### src/hdl/elc_regs.svh
`ifndef ELC_REGS_SVH
`define ELC_REGS_SVH

// register byte offsets
`define ELC_OFF_CTRL     8'h00
`define ELC_OFF_LINES    8'h04
`define ELC_OFF_DEVTYPE  8'h08
`define ELC_OFF_POLES    8'h0C
`define ELC_OFF_EFF      8'h10
`define ELC_OFF_STATUS   8'h14
`define ELC_OFF_IRQ_STAT 8'h18
`define ELC_OFF_IRQ_MASK 8'h1C

// control fields
`define ELC_CTRL_NEWFW   0
`define ELC_CTRL_LINEAR  1
`define ELC_CTRL_AUTOCFG 2
`define ELC_CTRL_REINIT  3
`define ELC_CTRL_RST     3'h1

// status fields
`define ELC_ST_DONE      0
`define ELC_ST_ENABLED   1
`define ELC_ST_COMM      2

// interrupt fields
`define ELC_IRQ_DONE     0
`define ELC_IRQ_START    1
`define ELC_IRQ_REFUSE   2
`define ELC_IRQ_W        3

// reset values and last device type
`define ELC_LINES_RST    16'h0400
`define ELC_POLES_RST    16'h0606
`define ELC_DEV_LAST     4'h9

// line count limits
`define ELC_LINES_MAX    16'hC350
`define ELC_OLD_INC_MAX  16'h4000
`define ELC_SINCOS_CAP   16'h8000
`define ELC_MIN_TWO      16'h0002
`define ELC_MIN_ONE      16'h0001
`define ELC_MUL4_MASK    16'hFFFC

// timing
`define ELC_COMM_DEG     7'h78
`define ELC_SETTLE       3'h4

`endif

### src/hdl/elc_pkg.sv
package elc_pkg;

    typedef enum logic [3:0] {
        quadrature_incremental,
        pulse_direction_incremental,
        up_down_count_incremental,
        quadrature_with_commutation,
        pulse_direction_with_commutation,
        up_down_with_commutation,
        sine_cosine_incremental,
        sincos_serial_variant_one,
        sincos_serial_variant_two,
        sincos_with_ssi
    } elc_dev_t;

    typedef enum logic [2:0] {
        st_calc,
        st_reinit,
        st_settle,
        st_wait,
        st_done
    } elc_state_t;

endpackage

### src/hdl/elc_lines_calc.sv
`timescale 1ns/1ps
`include "elc_regs.svh"

module elc_lines_calc (
    input  wire logic             pclk,
    input  wire logic             presetn,
    input  wire logic [15:0]      setting,
    input  elc_pkg::elc_dev_t     dev,
    input  wire logic             new_fw,
    input  wire logic             linear,
    output logic      [15:0]      eff_q
);
    import elc_pkg::*;

    logic [15:0] pow2;
    logic [15:0] eff_d;
    logic        plain;
    logic        servo;
    logic        serial;

    ////////////////////////////////////////////////////////////////////////
    // highest set bit of the setting
    always_comb begin
        pow2 = 16'h0000;
        for (int i = 0; i < 16; i++) begin
            if (setting[i]) begin
                pow2 = 16'(`ELC_MIN_ONE << i);
            end
        end
    end

    assign plain  = dev inside {quadrature_incremental, pulse_direction_incremental,
                                up_down_count_incremental};
    assign servo  = dev inside {quadrature_with_commutation, pulse_direction_with_commutation,
                                up_down_with_commutation};
    assign serial = dev inside {sincos_serial_variant_one, sincos_serial_variant_two,
                                sincos_with_ssi};

    ////////////////////////////////////////////////////////////////////////
    always_comb begin
        eff_d = setting;
        if (new_fw) begin
            if (serial && !linear) begin
                if (setting <= `ELC_MIN_ONE) begin
                    eff_d = `ELC_MIN_ONE;
                end else if (setting >= `ELC_SINCOS_CAP) begin
                    eff_d = `ELC_SINCOS_CAP;
                end else begin
                    eff_d = pow2;
                end
            end else begin
                eff_d = setting;
            end
        end else if (plain) begin
            if (setting < `ELC_MIN_TWO) begin
                eff_d = `ELC_MIN_TWO;
            end else if (setting <= `ELC_OLD_INC_MAX) begin
                eff_d = setting;
            end else begin
                eff_d = setting & `ELC_MUL4_MASK;
            end
        end else if (servo) begin
            if (setting <= `ELC_MIN_TWO) begin
                eff_d = `ELC_MIN_TWO;
            end else if (setting >= `ELC_OLD_INC_MAX) begin
                eff_d = `ELC_OLD_INC_MAX;
            end else begin
                eff_d = pow2;
            end
        end else begin
            if (setting <= `ELC_MIN_TWO) begin
                eff_d = `ELC_MIN_TWO;
            end else if (setting >= `ELC_SINCOS_CAP) begin
                eff_d = `ELC_SINCOS_CAP;
            end else begin
                eff_d = pow2;
            end
        end
    end

    // one cycle of latency, recomputed every edge
    always_ff @(posedge pclk or negedge presetn) begin
        if (!presetn) begin
            eff_q <= `ELC_MIN_TWO;
        end else begin
            eff_q <= eff_d;
        end
    end

    ////////////////////////////////////////////////////////////////////////
    a_new_unchanged: assert property (@(posedge pclk) disable iff (!presetn)
        new_fw && (!serial || linear) |=> eff_q == $past(setting))
        else $error("new generation value not passed through");

    a_new_rotary: assert property (@(posedge pclk) disable iff (!presetn)
        new_fw && serial && !linear |=> (eff_q & (eff_q - 16'h0001)) == 16'h0000
            && eff_q <= `ELC_SINCOS_CAP && (eff_q <= $past(setting) || eff_q == 16'h0001))
        else $error("rotary absolute value not a clamped power of two");

    a_old_plain: assert property (@(posedge pclk) disable iff (!presetn)
        !new_fw && plain && setting > `ELC_OLD_INC_MAX
            |=> eff_q == ($past(setting) & `ELC_MUL4_MASK))
        else $error("old plain value not rounded to multiple of four");

    a_old_servo: assert property (@(posedge pclk) disable iff (!presetn)
        !new_fw && servo |=> (eff_q & (eff_q - 16'h0001)) == 16'h0000
            && eff_q >= `ELC_MIN_TWO && eff_q <= `ELC_OLD_INC_MAX)
        else $error("old commutation value out of range");

    a_old_sincos: assert property (@(posedge pclk) disable iff (!presetn)
        !new_fw && !plain && !servo |=> (eff_q & (eff_q - 16'h0001)) == 16'h0000
            && eff_q >= `ELC_MIN_TWO && eff_q <= `ELC_SINCOS_CAP)
        else $error("old sine cosine value out of range");

endmodule // elc_lines_calc

### src/hdl/elc_core.sv
// Design decisions made here: register access over APB and the address map.
`timescale 1ns/1ps
`include "elc_regs.svh"


module elc_core (
    input  wire logic             pclk,
    input  wire logic             presetn,
    input  wire logic             psel,
    input  wire logic             penable,
    input  wire logic             pwrite,
    input  wire logic [7:0]       paddr,
    input  wire logic [31:0]      pwdata,
    output logic      [31:0]      prdata,
    output logic                  pready,
    output logic                  pslverr,
    input  wire logic             enc_init_done_in,
    input  wire logic [2:0]       opt_present_in,
    input  wire logic [2:0]       opt_init_done_in,
    input  wire logic             enc_has_comms,
    input  wire logic             aux_supply_fault_reset,
    input  wire logic             encoder_fault_range_a_reset,
    input  wire logic             encoder_fault_range_b_reset,
    input  wire logic             drive_enable_req,
    input  wire logic             motor_restart,
    input  wire logic             elec_deg_step,
    output logic                  enc_reinit,
    output logic                  enc_autocfg,
    output logic                  init_done_flag,
    output logic                  drive_enabled,
    output logic                  commutation_active,
    output logic      [15:0]      eff_lines,
    output logic                  irq
);
    import elc_pkg::*;

    logic [2:0]         ctrl_q;
    logic [15:0]        line_count_setting_q;
    elc_dev_t           dev_q;
    logic [7:0]         pole_count_map_one_q;
    logic [7:0]         pole_count_map_two_q;
    logic [`ELC_IRQ_W-1:0] irq_stat_q;
    logic [`ELC_IRQ_W-1:0] irq_mask_q;
    logic [`ELC_IRQ_W-1:0] irq_set;
    elc_state_t         state_q;
    logic [2:0]         settle_q;
    logic [6:0]         comm_deg_q;
    logic [6:0]         sync1_q;
    logic [6:0]         sync2_q;
    logic               all_done;
    logic               servo_dev;
    logic               acc;
    logic               wr_fire;
    logic               rd_fire;
    logic               hit;
    logic [31:0]        rd_mux;
    logic               setting_ok;
    logic               lines_chg;
    logic               dev_chg;
    logic               poles_chg;
    logic               reinit_wr;
    logic               init_start;

    ////////////////////////////////////////////////////////////////////////
    // encoder and option module readiness arrives from other logic; synchronise
    always_ff @(posedge pclk or negedge presetn) begin
        if (!presetn) begin
            sync1_q <= 7'h00;
            sync2_q <= 7'h00;
        end else begin
            sync1_q <= {opt_present_in, opt_init_done_in, enc_init_done_in};
            sync2_q <= sync1_q;
        end
    end

    // absent option slots count as finished
    assign all_done = sync2_q[0] && ((sync2_q[3:1] | ~sync2_q[6:4]) == 3'h7);

    ////////////////////////////////////////////////////////////////////////
    // apb slave: one wait state, pready comes from a flop
    assign acc     = psel && penable;
    assign wr_fire = acc && pready && pwrite;
    assign rd_fire = acc && pready && !pwrite;

    always_comb begin
        hit    = 1'b1;
        rd_mux = 32'h0000_0000;
        if (paddr == `ELC_OFF_CTRL) begin
            rd_mux = {29'h0000_0000, ctrl_q};
        end else if (paddr == `ELC_OFF_LINES) begin
            rd_mux = {16'h0000, line_count_setting_q};
        end else if (paddr == `ELC_OFF_DEVTYPE) begin
            rd_mux = {28'h000_0000, dev_q};
        end else if (paddr == `ELC_OFF_POLES) begin
            rd_mux = {16'h0000, pole_count_map_two_q, pole_count_map_one_q};
        end else if (paddr == `ELC_OFF_EFF) begin
            rd_mux = {16'h0000, eff_lines};
        end else if (paddr == `ELC_OFF_STATUS) begin
            rd_mux = {29'h0000_0000, commutation_active, drive_enabled, init_done_flag};
        end else if (paddr == `ELC_OFF_IRQ_STAT) begin
            rd_mux = {29'h0000_0000, irq_stat_q};
        end else if (paddr == `ELC_OFF_IRQ_MASK) begin
            rd_mux = {29'h0000_0000, irq_mask_q};
        end else begin
            hit = 1'b0;
        end
    end

    always_ff @(posedge pclk or negedge presetn) begin
        if (!presetn) begin
            pready  <= 1'b0;
            pslverr <= 1'b0;
            prdata  <= 32'h0000_0000;
        end else begin
            pready  <= acc && !pready;
            pslverr <= acc && !pready && !hit;
            prdata  <= (acc && !pready && !pwrite) ? rd_mux : 32'h0000_0000;
        end
    end

    ////////////////////////////////////////////////////////////////////////
    // configuration registers; out of range line settings are dropped
    assign setting_ok = pwdata[31:16] == 16'h0000 && pwdata[15:0] <= `ELC_LINES_MAX;
    assign lines_chg  = wr_fire && paddr == `ELC_OFF_LINES && setting_ok
                        && pwdata[15:0] != line_count_setting_q;
    assign dev_chg    = wr_fire && paddr == `ELC_OFF_DEVTYPE && pwdata[3:0] <= `ELC_DEV_LAST
                        && pwdata[3:0] != dev_q;
    assign poles_chg  = wr_fire && paddr == `ELC_OFF_POLES
                        && pwdata[15:0] != {pole_count_map_two_q, pole_count_map_one_q};
    assign reinit_wr  = wr_fire && paddr == `ELC_OFF_CTRL && pwdata[`ELC_CTRL_REINIT];

    always_ff @(posedge pclk or negedge presetn) begin
        if (!presetn) begin
            ctrl_q               <= `ELC_CTRL_RST;
            line_count_setting_q <= `ELC_LINES_RST;
            dev_q                <= quadrature_incremental;
            pole_count_map_one_q <= 8'(`ELC_POLES_RST);
            pole_count_map_two_q <= 8'(`ELC_POLES_RST >> 8);
            irq_mask_q           <= 3'h0;
        end else begin
            if (wr_fire && paddr == `ELC_OFF_CTRL) begin
                ctrl_q <= pwdata[2:0];
            end
            if (lines_chg) begin
                line_count_setting_q <= pwdata[15:0];
            end
            if (dev_chg) begin
                dev_q <= elc_dev_t'(pwdata[3:0]);
            end
            if (poles_chg) begin
                pole_count_map_one_q <= pwdata[7:0];
                pole_count_map_two_q <= pwdata[15:8];
            end
            if (wr_fire && paddr == `ELC_OFF_IRQ_MASK) begin
                irq_mask_q <= pwdata[2:0];
            end
        end
    end

    ////////////////////////////////////////////////////////////////////////
    elc_lines_calc u_calc (
        .pclk    (pclk),
        .presetn (presetn),
        .setting (line_count_setting_q),
        .dev     (dev_q),
        .new_fw  (ctrl_q[`ELC_CTRL_NEWFW]),
        .linear  (ctrl_q[`ELC_CTRL_LINEAR]),
        .eff_q   (eff_lines)
    );

    ////////////////////////////////////////////////////////////////////////
    // initialisation sequencing; power-up enters through st_calc
    assign init_start = reinit_wr || aux_supply_fault_reset || encoder_fault_range_a_reset
                        || encoder_fault_range_b_reset || lines_chg || poles_chg
                        || dev_chg;

    always_ff @(posedge pclk or negedge presetn) begin
        if (!presetn) begin
            state_q  <= st_calc;
            settle_q <= 3'h0;
        end else if (init_start) begin
            state_q  <= st_calc;
            settle_q <= 3'h0;
        end else begin
            case (state_q)
                st_calc: begin
                    state_q <= st_reinit;
                end
                st_reinit: begin
                    state_q <= st_settle;
                end
                st_settle: begin
                    // lets stale done levels drop before they are trusted
                    settle_q <= settle_q + 3'h1;
                    if (settle_q == `ELC_SETTLE) begin
                        state_q <= st_wait;
                    end
                end
                st_wait: begin
                    if (all_done) begin
                        state_q <= st_done;
                    end
                end
                default: begin
                    state_q <= st_done;
                end
            endcase
        end
    end

    always_ff @(posedge pclk or negedge presetn) begin
        if (!presetn) begin
            init_done_flag <= 1'b0;
        end else if (init_start) begin
            init_done_flag <= 1'b0;
        end else if (state_q == st_wait && all_done) begin
            init_done_flag <= 1'b1;
        end
    end

    always_ff @(posedge pclk or negedge presetn) begin
        if (!presetn) begin
            enc_reinit  <= 1'b0;
            enc_autocfg <= 1'b0;
        end else begin
            enc_reinit  <= state_q == st_reinit && !init_start && enc_has_comms;
            enc_autocfg <= state_q == st_reinit && !init_start && enc_has_comms
                           && ctrl_q[`ELC_CTRL_AUTOCFG];
        end
    end

    always_ff @(posedge pclk or negedge presetn) begin
        if (!presetn) begin
            drive_enabled <= 1'b0;
        end else begin
            drive_enabled <= drive_enable_req && init_done_flag && !init_start;
        end
    end

    ////////////////////////////////////////////////////////////////////////
    // commutation-signal position for the first electrical degrees after restart
    assign servo_dev = dev_q inside {quadrature_with_commutation,
                                     pulse_direction_with_commutation,
                                     up_down_with_commutation};

    always_ff @(posedge pclk or negedge presetn) begin
        if (!presetn) begin
            commutation_active <= 1'b0;
            comm_deg_q         <= 7'h00;
        end else if (init_start) begin
            commutation_active <= 1'b0;
            comm_deg_q         <= 7'h00;
        end else if (motor_restart && init_done_flag && servo_dev) begin
            commutation_active <= 1'b1;
            comm_deg_q         <= 7'h00;
        end else if (commutation_active && elec_deg_step) begin
            if (comm_deg_q == 7'(`ELC_COMM_DEG - 7'h01)) begin
                commutation_active <= 1'b0;
            end
            comm_deg_q <= comm_deg_q + 7'h01;
        end
    end

    ////////////////////////////////////////////////////////////////////////
    // sticky status, cleared by reading it; a new event beats the clear
    assign irq_set[`ELC_IRQ_DONE]   = state_q == st_wait && all_done && !init_start;
    assign irq_set[`ELC_IRQ_START]  = init_start;
    assign irq_set[`ELC_IRQ_REFUSE] = drive_enable_req && !init_done_flag;

    always_ff @(posedge pclk or negedge presetn) begin
        if (!presetn) begin
            irq_stat_q <= 3'h0;
            irq        <= 1'b0;
        end else begin
            if (rd_fire && paddr == `ELC_OFF_IRQ_STAT) begin
                irq_stat_q <= (irq_stat_q & ~prdata[2:0]) | irq_set;
            end else begin
                irq_stat_q <= irq_stat_q | irq_set;
            end
            irq <= |(irq_stat_q & irq_mask_q);
        end
    end

    ////////////////////////////////////////////////////////////////////////
    a_setting_range: assert property (@(posedge pclk) disable iff (!presetn)
        line_count_setting_q <= `ELC_LINES_MAX)
        else $error("line setting above limit");

    a_done_needs_all: assert property (@(posedge pclk) disable iff (!presetn)
        $rose(init_done_flag) |-> $past(all_done) && $past(state_q) == st_wait)
        else $error("done flag set before all encoders ready");

    a_enable_gated: assert property (@(posedge pclk) disable iff (!presetn)
        !init_done_flag |=> !drive_enabled)
        else $error("drive enabled without init done");

    a_trigger_clears: assert property (@(posedge pclk) disable iff (!presetn)
        init_start |=> !init_done_flag && state_q == st_calc ##1 state_q == st_reinit
            || $past(init_start))
        else $error("init trigger did not restart sequence");

    a_reinit_comms: assert property (@(posedge pclk) disable iff (!presetn)
        state_q == st_reinit && !init_start && enc_has_comms
            |=> enc_reinit && enc_autocfg == $past(ctrl_q[`ELC_CTRL_AUTOCFG]) ##1 !enc_reinit)
        else $error("communicating encoder not re-initialised");

    a_comm_window: assert property (@(posedge pclk) disable iff (!presetn)
        $fell(commutation_active) && !$past(init_start)
            |-> $past(comm_deg_q) == 7'(`ELC_COMM_DEG - 7'h01))
        else $error("commutation window length wrong");

    a_eff_before_done: assert property (@(posedge pclk) disable iff (!presetn)
        $rose(init_done_flag) |-> $stable(eff_lines) && $past(eff_lines, 2) == eff_lines)
        else $error("effective count still moving at done");

endmodule // elc_core

### config.mk
export PLATFORM = sky130hd
export DESIGN_NAME = elc_core
export DESIGN_NICKNAME = d
export VERILOG_FILES = /design/src/hdl/elc_pkg.sv /design/src/hdl/elc_lines_calc.sv /design/src/hdl/elc_core.sv
export VERILOG_INCLUDE_DIRS = /design/src /design/src/hdl
export SDC_FILE = /design/constraint.sdc
export NUM_CORES = 1
export LEC_CHECK = 0
export BUFFER_PORTS_ARGS = -buffer_cell sky130_fd_sc_hd__buf_2
export CORE_ASPECT_RATIO = 0.5
export CORE_UTILIZATION = 34
export CTS_CLUSTER_DIAMETER = 80
export DETAILED_ROUTE_END_ITERATION = 16
export SETUP_SLACK_MARGIN = 0.4
export SYNTH_ARGS = -nofsm -noshare
export SYNTH_HDL_FRONTEND = slang
export SYNTH_SLANG_ARGS = --single-unit
export TNS_END_PERCENT = 50
### constraint.sdc
create_clock -name pclk -period 2.4 [get_ports pclk]
set_input_delay 0.12 -clock pclk [delete_from_list [all_inputs] [get_ports pclk]]
set_output_delay 0.12 -clock pclk [all_outputs]
set_load 0.02 [all_outputs]
==> metrics.yaml <==
logic_synthesis:
  yosysSeqAreaShare_pct: 50.8
  synth_ff_type: "dfrtp_1"
  async_reset_ff_share_pct: 100
  ys_top_cells_by_area: "dfrtp_1, mux2_2, xor2_1, dfstp_2, xnor2_1"
  synth_cell_types: 58
  syn_area_sq_um: 5540
  ys_ff_latch: 112
  synth-edff-count: 0
  synth_top_cell_area_share_pct: 47.4
  yosys.area.top_type: "dfrtp_1"
  yosysWarningCount: 0
  synth.avg_cell_area_sq_um: 11.0
  syn_inst: 502
global_routing:
  grt_max_degree: 47
  grt_util_all_layers_pct: 17.8
  overflow: 0
  antenna_found_initial: 0
  grt_pass1_vias: 4198
  grt_pass1_wl_microns: 22800
sta:
  tns_ns: 0
  hold_viol: 0
  period_needed_ns: 2.31
  finClkSkew_ns: 0.0126
  rsz0062_at_grt: "yes"
  drv_slew: 0
  worstMarginPinSlew_ns: 0.624
  setup_slack_ns: 0.0881
  clock.fmax_ghz: 0.433
  setup_viol: 0
  timing.hold.ws_ns: 0.0614
  maxSlewHeadroom_pct: 58.4
  period_share_pct: 96.3
setup_path:
  startpoint_type: "register"
  arrival_ns: 2.55
  critical-path-slowest-cell: "or4_4"
  reg2reg_depth: 6
  timing.critical_path.mode_cell: "or4_4"
  r2r-start: "line_count_setting_q[14]"
  critical_path_buf_inv_count: 0
  rrSetupSlack_ns: 0.09
  crit_required_ns: 2.64
  worst_setup_path_end_kind: "register"
  crit_type: "register to register"
  path_cells: "or4_4 -> or4_4 -> nor4_4 -> o21ai_1 -> a21oi_2 -> nor3b_1"
  cp_max_fo: 5
  r2r-end: "u_calc.eff_q[9]"
  critPathTopFamily: "simple AND/OR/NAND/NOR gates"
  critPathMaxStageDelay_ns: 0.57
floorplan:
  core_area_sq_um: 15700
  fp.dieW_microns: 182
  initial_core_util_pct: 35.4
  num_rows: 32
  dieArea_sq_um: 16800
  io_pins: 115
  die_h_microns: 92.2
worst_hold_path:
  hold_end: "pready"
  worstHoldPathCells: 3
  hp-class: "input pin to register"
  min_from: "penable"
power_and_ir_drop:
  internal_power_w: 0.00285
  leakagePower_nw: 3.40
  comb_power_share_pct: 7.2
  finalPower_w: 0.00371
  p_sw_w: 0.000862
  powerDensity_nw_per_um2: 511
  switching_share_pct: 23.2
  vdd_drop_max_uv: 265
  pwr-share-seq_pct: 51.6
  clockPowerShare_pct: 41.2
clock_network:
  clockRootBuffer: "clkbuf_16"
  cts_tree: "done"
  cts.clk_slew.worst_paths_ns: 0.08
  h-tree-depth: 3
  insertion_delay_ns: 0.35
  cts_buffers: 9
  numClockSinks: 112
  clock_path_buffers: 2
cells_and_area:
  diodes: 0
  syn_to_final_growth_pct: 31.1
  final_cells: 872
  final_common_cell: "dfrtp_1"
  final_nets: 708
  nFillCells: 1472
  drive_gt1_share_pct: 39.2
  layout_common_cells: "dfrtp_1, buf_2, buf_4, nor2_1, nand2_1"
drt:
  dr.pass1.iters: 8
  via_count: 4440
  wirelength_microns: 14900
  postRouteAntennaNets: 0
  vias_per_cell: 5.09
  drc: 0
  drt-wirelength-per-cell_microns: 17.1
  initialDrtViolationCount: 414
place:
  gp_congestion: 0.890
  hpwl_microns: 10400
  pre_cts_ws_ns: 0.0710
  port_buffers: 98
  dp.cells: 827
status:
  status: "finished, final reports clean"
flow_run:
  maxCapViolations: 0
==> routing by layer <==
layer  vias up  routed length (microns)  track usage (%)
li1       2057                        -                -
met2       120                     6950             27.2
met5         -                        0                0
met3        18                      715             3.81
met4         0                      189             5.39
met1      2245                     7050             25.1
==> per-stage QoR <==
stage | area (sq um) | util (%)
finish | 7260 | 46.4
global route | 7260 | 46.4
CTS | 6980 | 44.6
detailed placement | 6410 | 40.9
floorplan | 5630 | -
global placement | 6410 | 40.9
==> cell type report <==
cell class | count | area, sq um | share of cell area (%)
Inverter | 15 | 56.3 | 0.776
Sequential cell | 112 | 2810 | 38.8
Tap cell | 221 | 277 | 3.81
Multi-Input combinational cell | 346 | 2720 | 37.5
Clock buffer | 12 | 246 | 3.40
Clock inverter | 4 | 53.8 | 0.741
Timing Repair Buffer | 162 | 1090 | 15.0
==> state kept, by name, summed over array words and instances (netlist names), 3 cells and up <==
name and count:
line_count_setting_q 16, ctrl_q 3, pole_count_map_one_q 8, sync2_q 7
sync1_q 7, u_calc.eff_q 16, prdata 16, dev_q 4
comm_deg_q 7, pole_count_map_two_q 8, state_q 3, settle_q 3
irq_stat_q 3, irq_mask_q 3
==> worst reg2reg max path: cells and delay by family (launching register included) <==
kind	cells	cell delay, ns
and+or+nand+nor	4	1.46
DFF	1	0.38
AOI/OAI and AO/OA	2	0.37
==> repair_timing <==
action | CTS | global route
hold endpoints to repair | 51 | 0
hold buffers | 9 | 0
setup buffers | 9 | 9
pin swaps | 9 | 22
endpoints found under the setup margin | 60 | 65
gates resized for setup | 17 | 50
gates cloned | 2 | 0
==> cells in the mapped netlist, types with 10 or more instances <==
cell        n
inv_1      15
clkbuf_1   16
a222oi_1   13
nand4_1    10
xor2_1     24
a21oi_1    20
o21ai_0    12
nand2_1    27
dfrtp_1   105
xnor2_1    20
mux2_2     42
nor4_1     18
buf_4      17
nor2_1     41
nor3_1     12
==> cells by family (layout without fill, tap and decap cells) <==
group	Yosys count	count (layout)	share of synthesized area, %
buffers and inverters	59	193	5.78
AND/OR/NAND/NOR	157	157	15.5
adder cells (fa/ha/maj)	3	3	0.678
other	1	16	0.0677
XOR/XNOR	44	44	6.96
flip-flops	112	112	50.8
multiplexers	48	48	10.3
AO/OA/AOI/OAI	78	78	9.92
==> worst max-delay path by stage <==
| stage | from | end | slack [ns] | cells past startpoint |
|---|---|---|---|---|
| after floorplan | line_count_setting_q[14] | u_calc.eff_q[14] | 0.01 | 8 |
| after global placement | line_count_setting_q[14] | u_calc.eff_q[14] | 0.13 | 6 |
| after detailed placement | line_count_setting_q[14] | u_calc.eff_q[14] | 0.07 | 6 |
| after CTS | line_count_setting_q[13] | u_calc.eff_q[14] | 0.08 | 6 |
| after global routing | line_count_setting_q[14] | u_calc.eff_q[9] | 0.02 | 6 |
| final | line_count_setting_q[14] | u_calc.eff_q[9] | 0.09 | 6 |
==> power by group through the flow <==
stage               registers (W)  logic, W  clock network [W]
floorplan                 0.00195  0.000122                  0
detailed placement        0.00195  0.000245                  0
CTS                       0.00191  0.000263            0.00158
global route              0.00191  0.000295            0.00165
finish                    0.00191  0.000269            0.00153
global placement          0.00195  0.000243                  0
(Power assumes the default switching activity.)
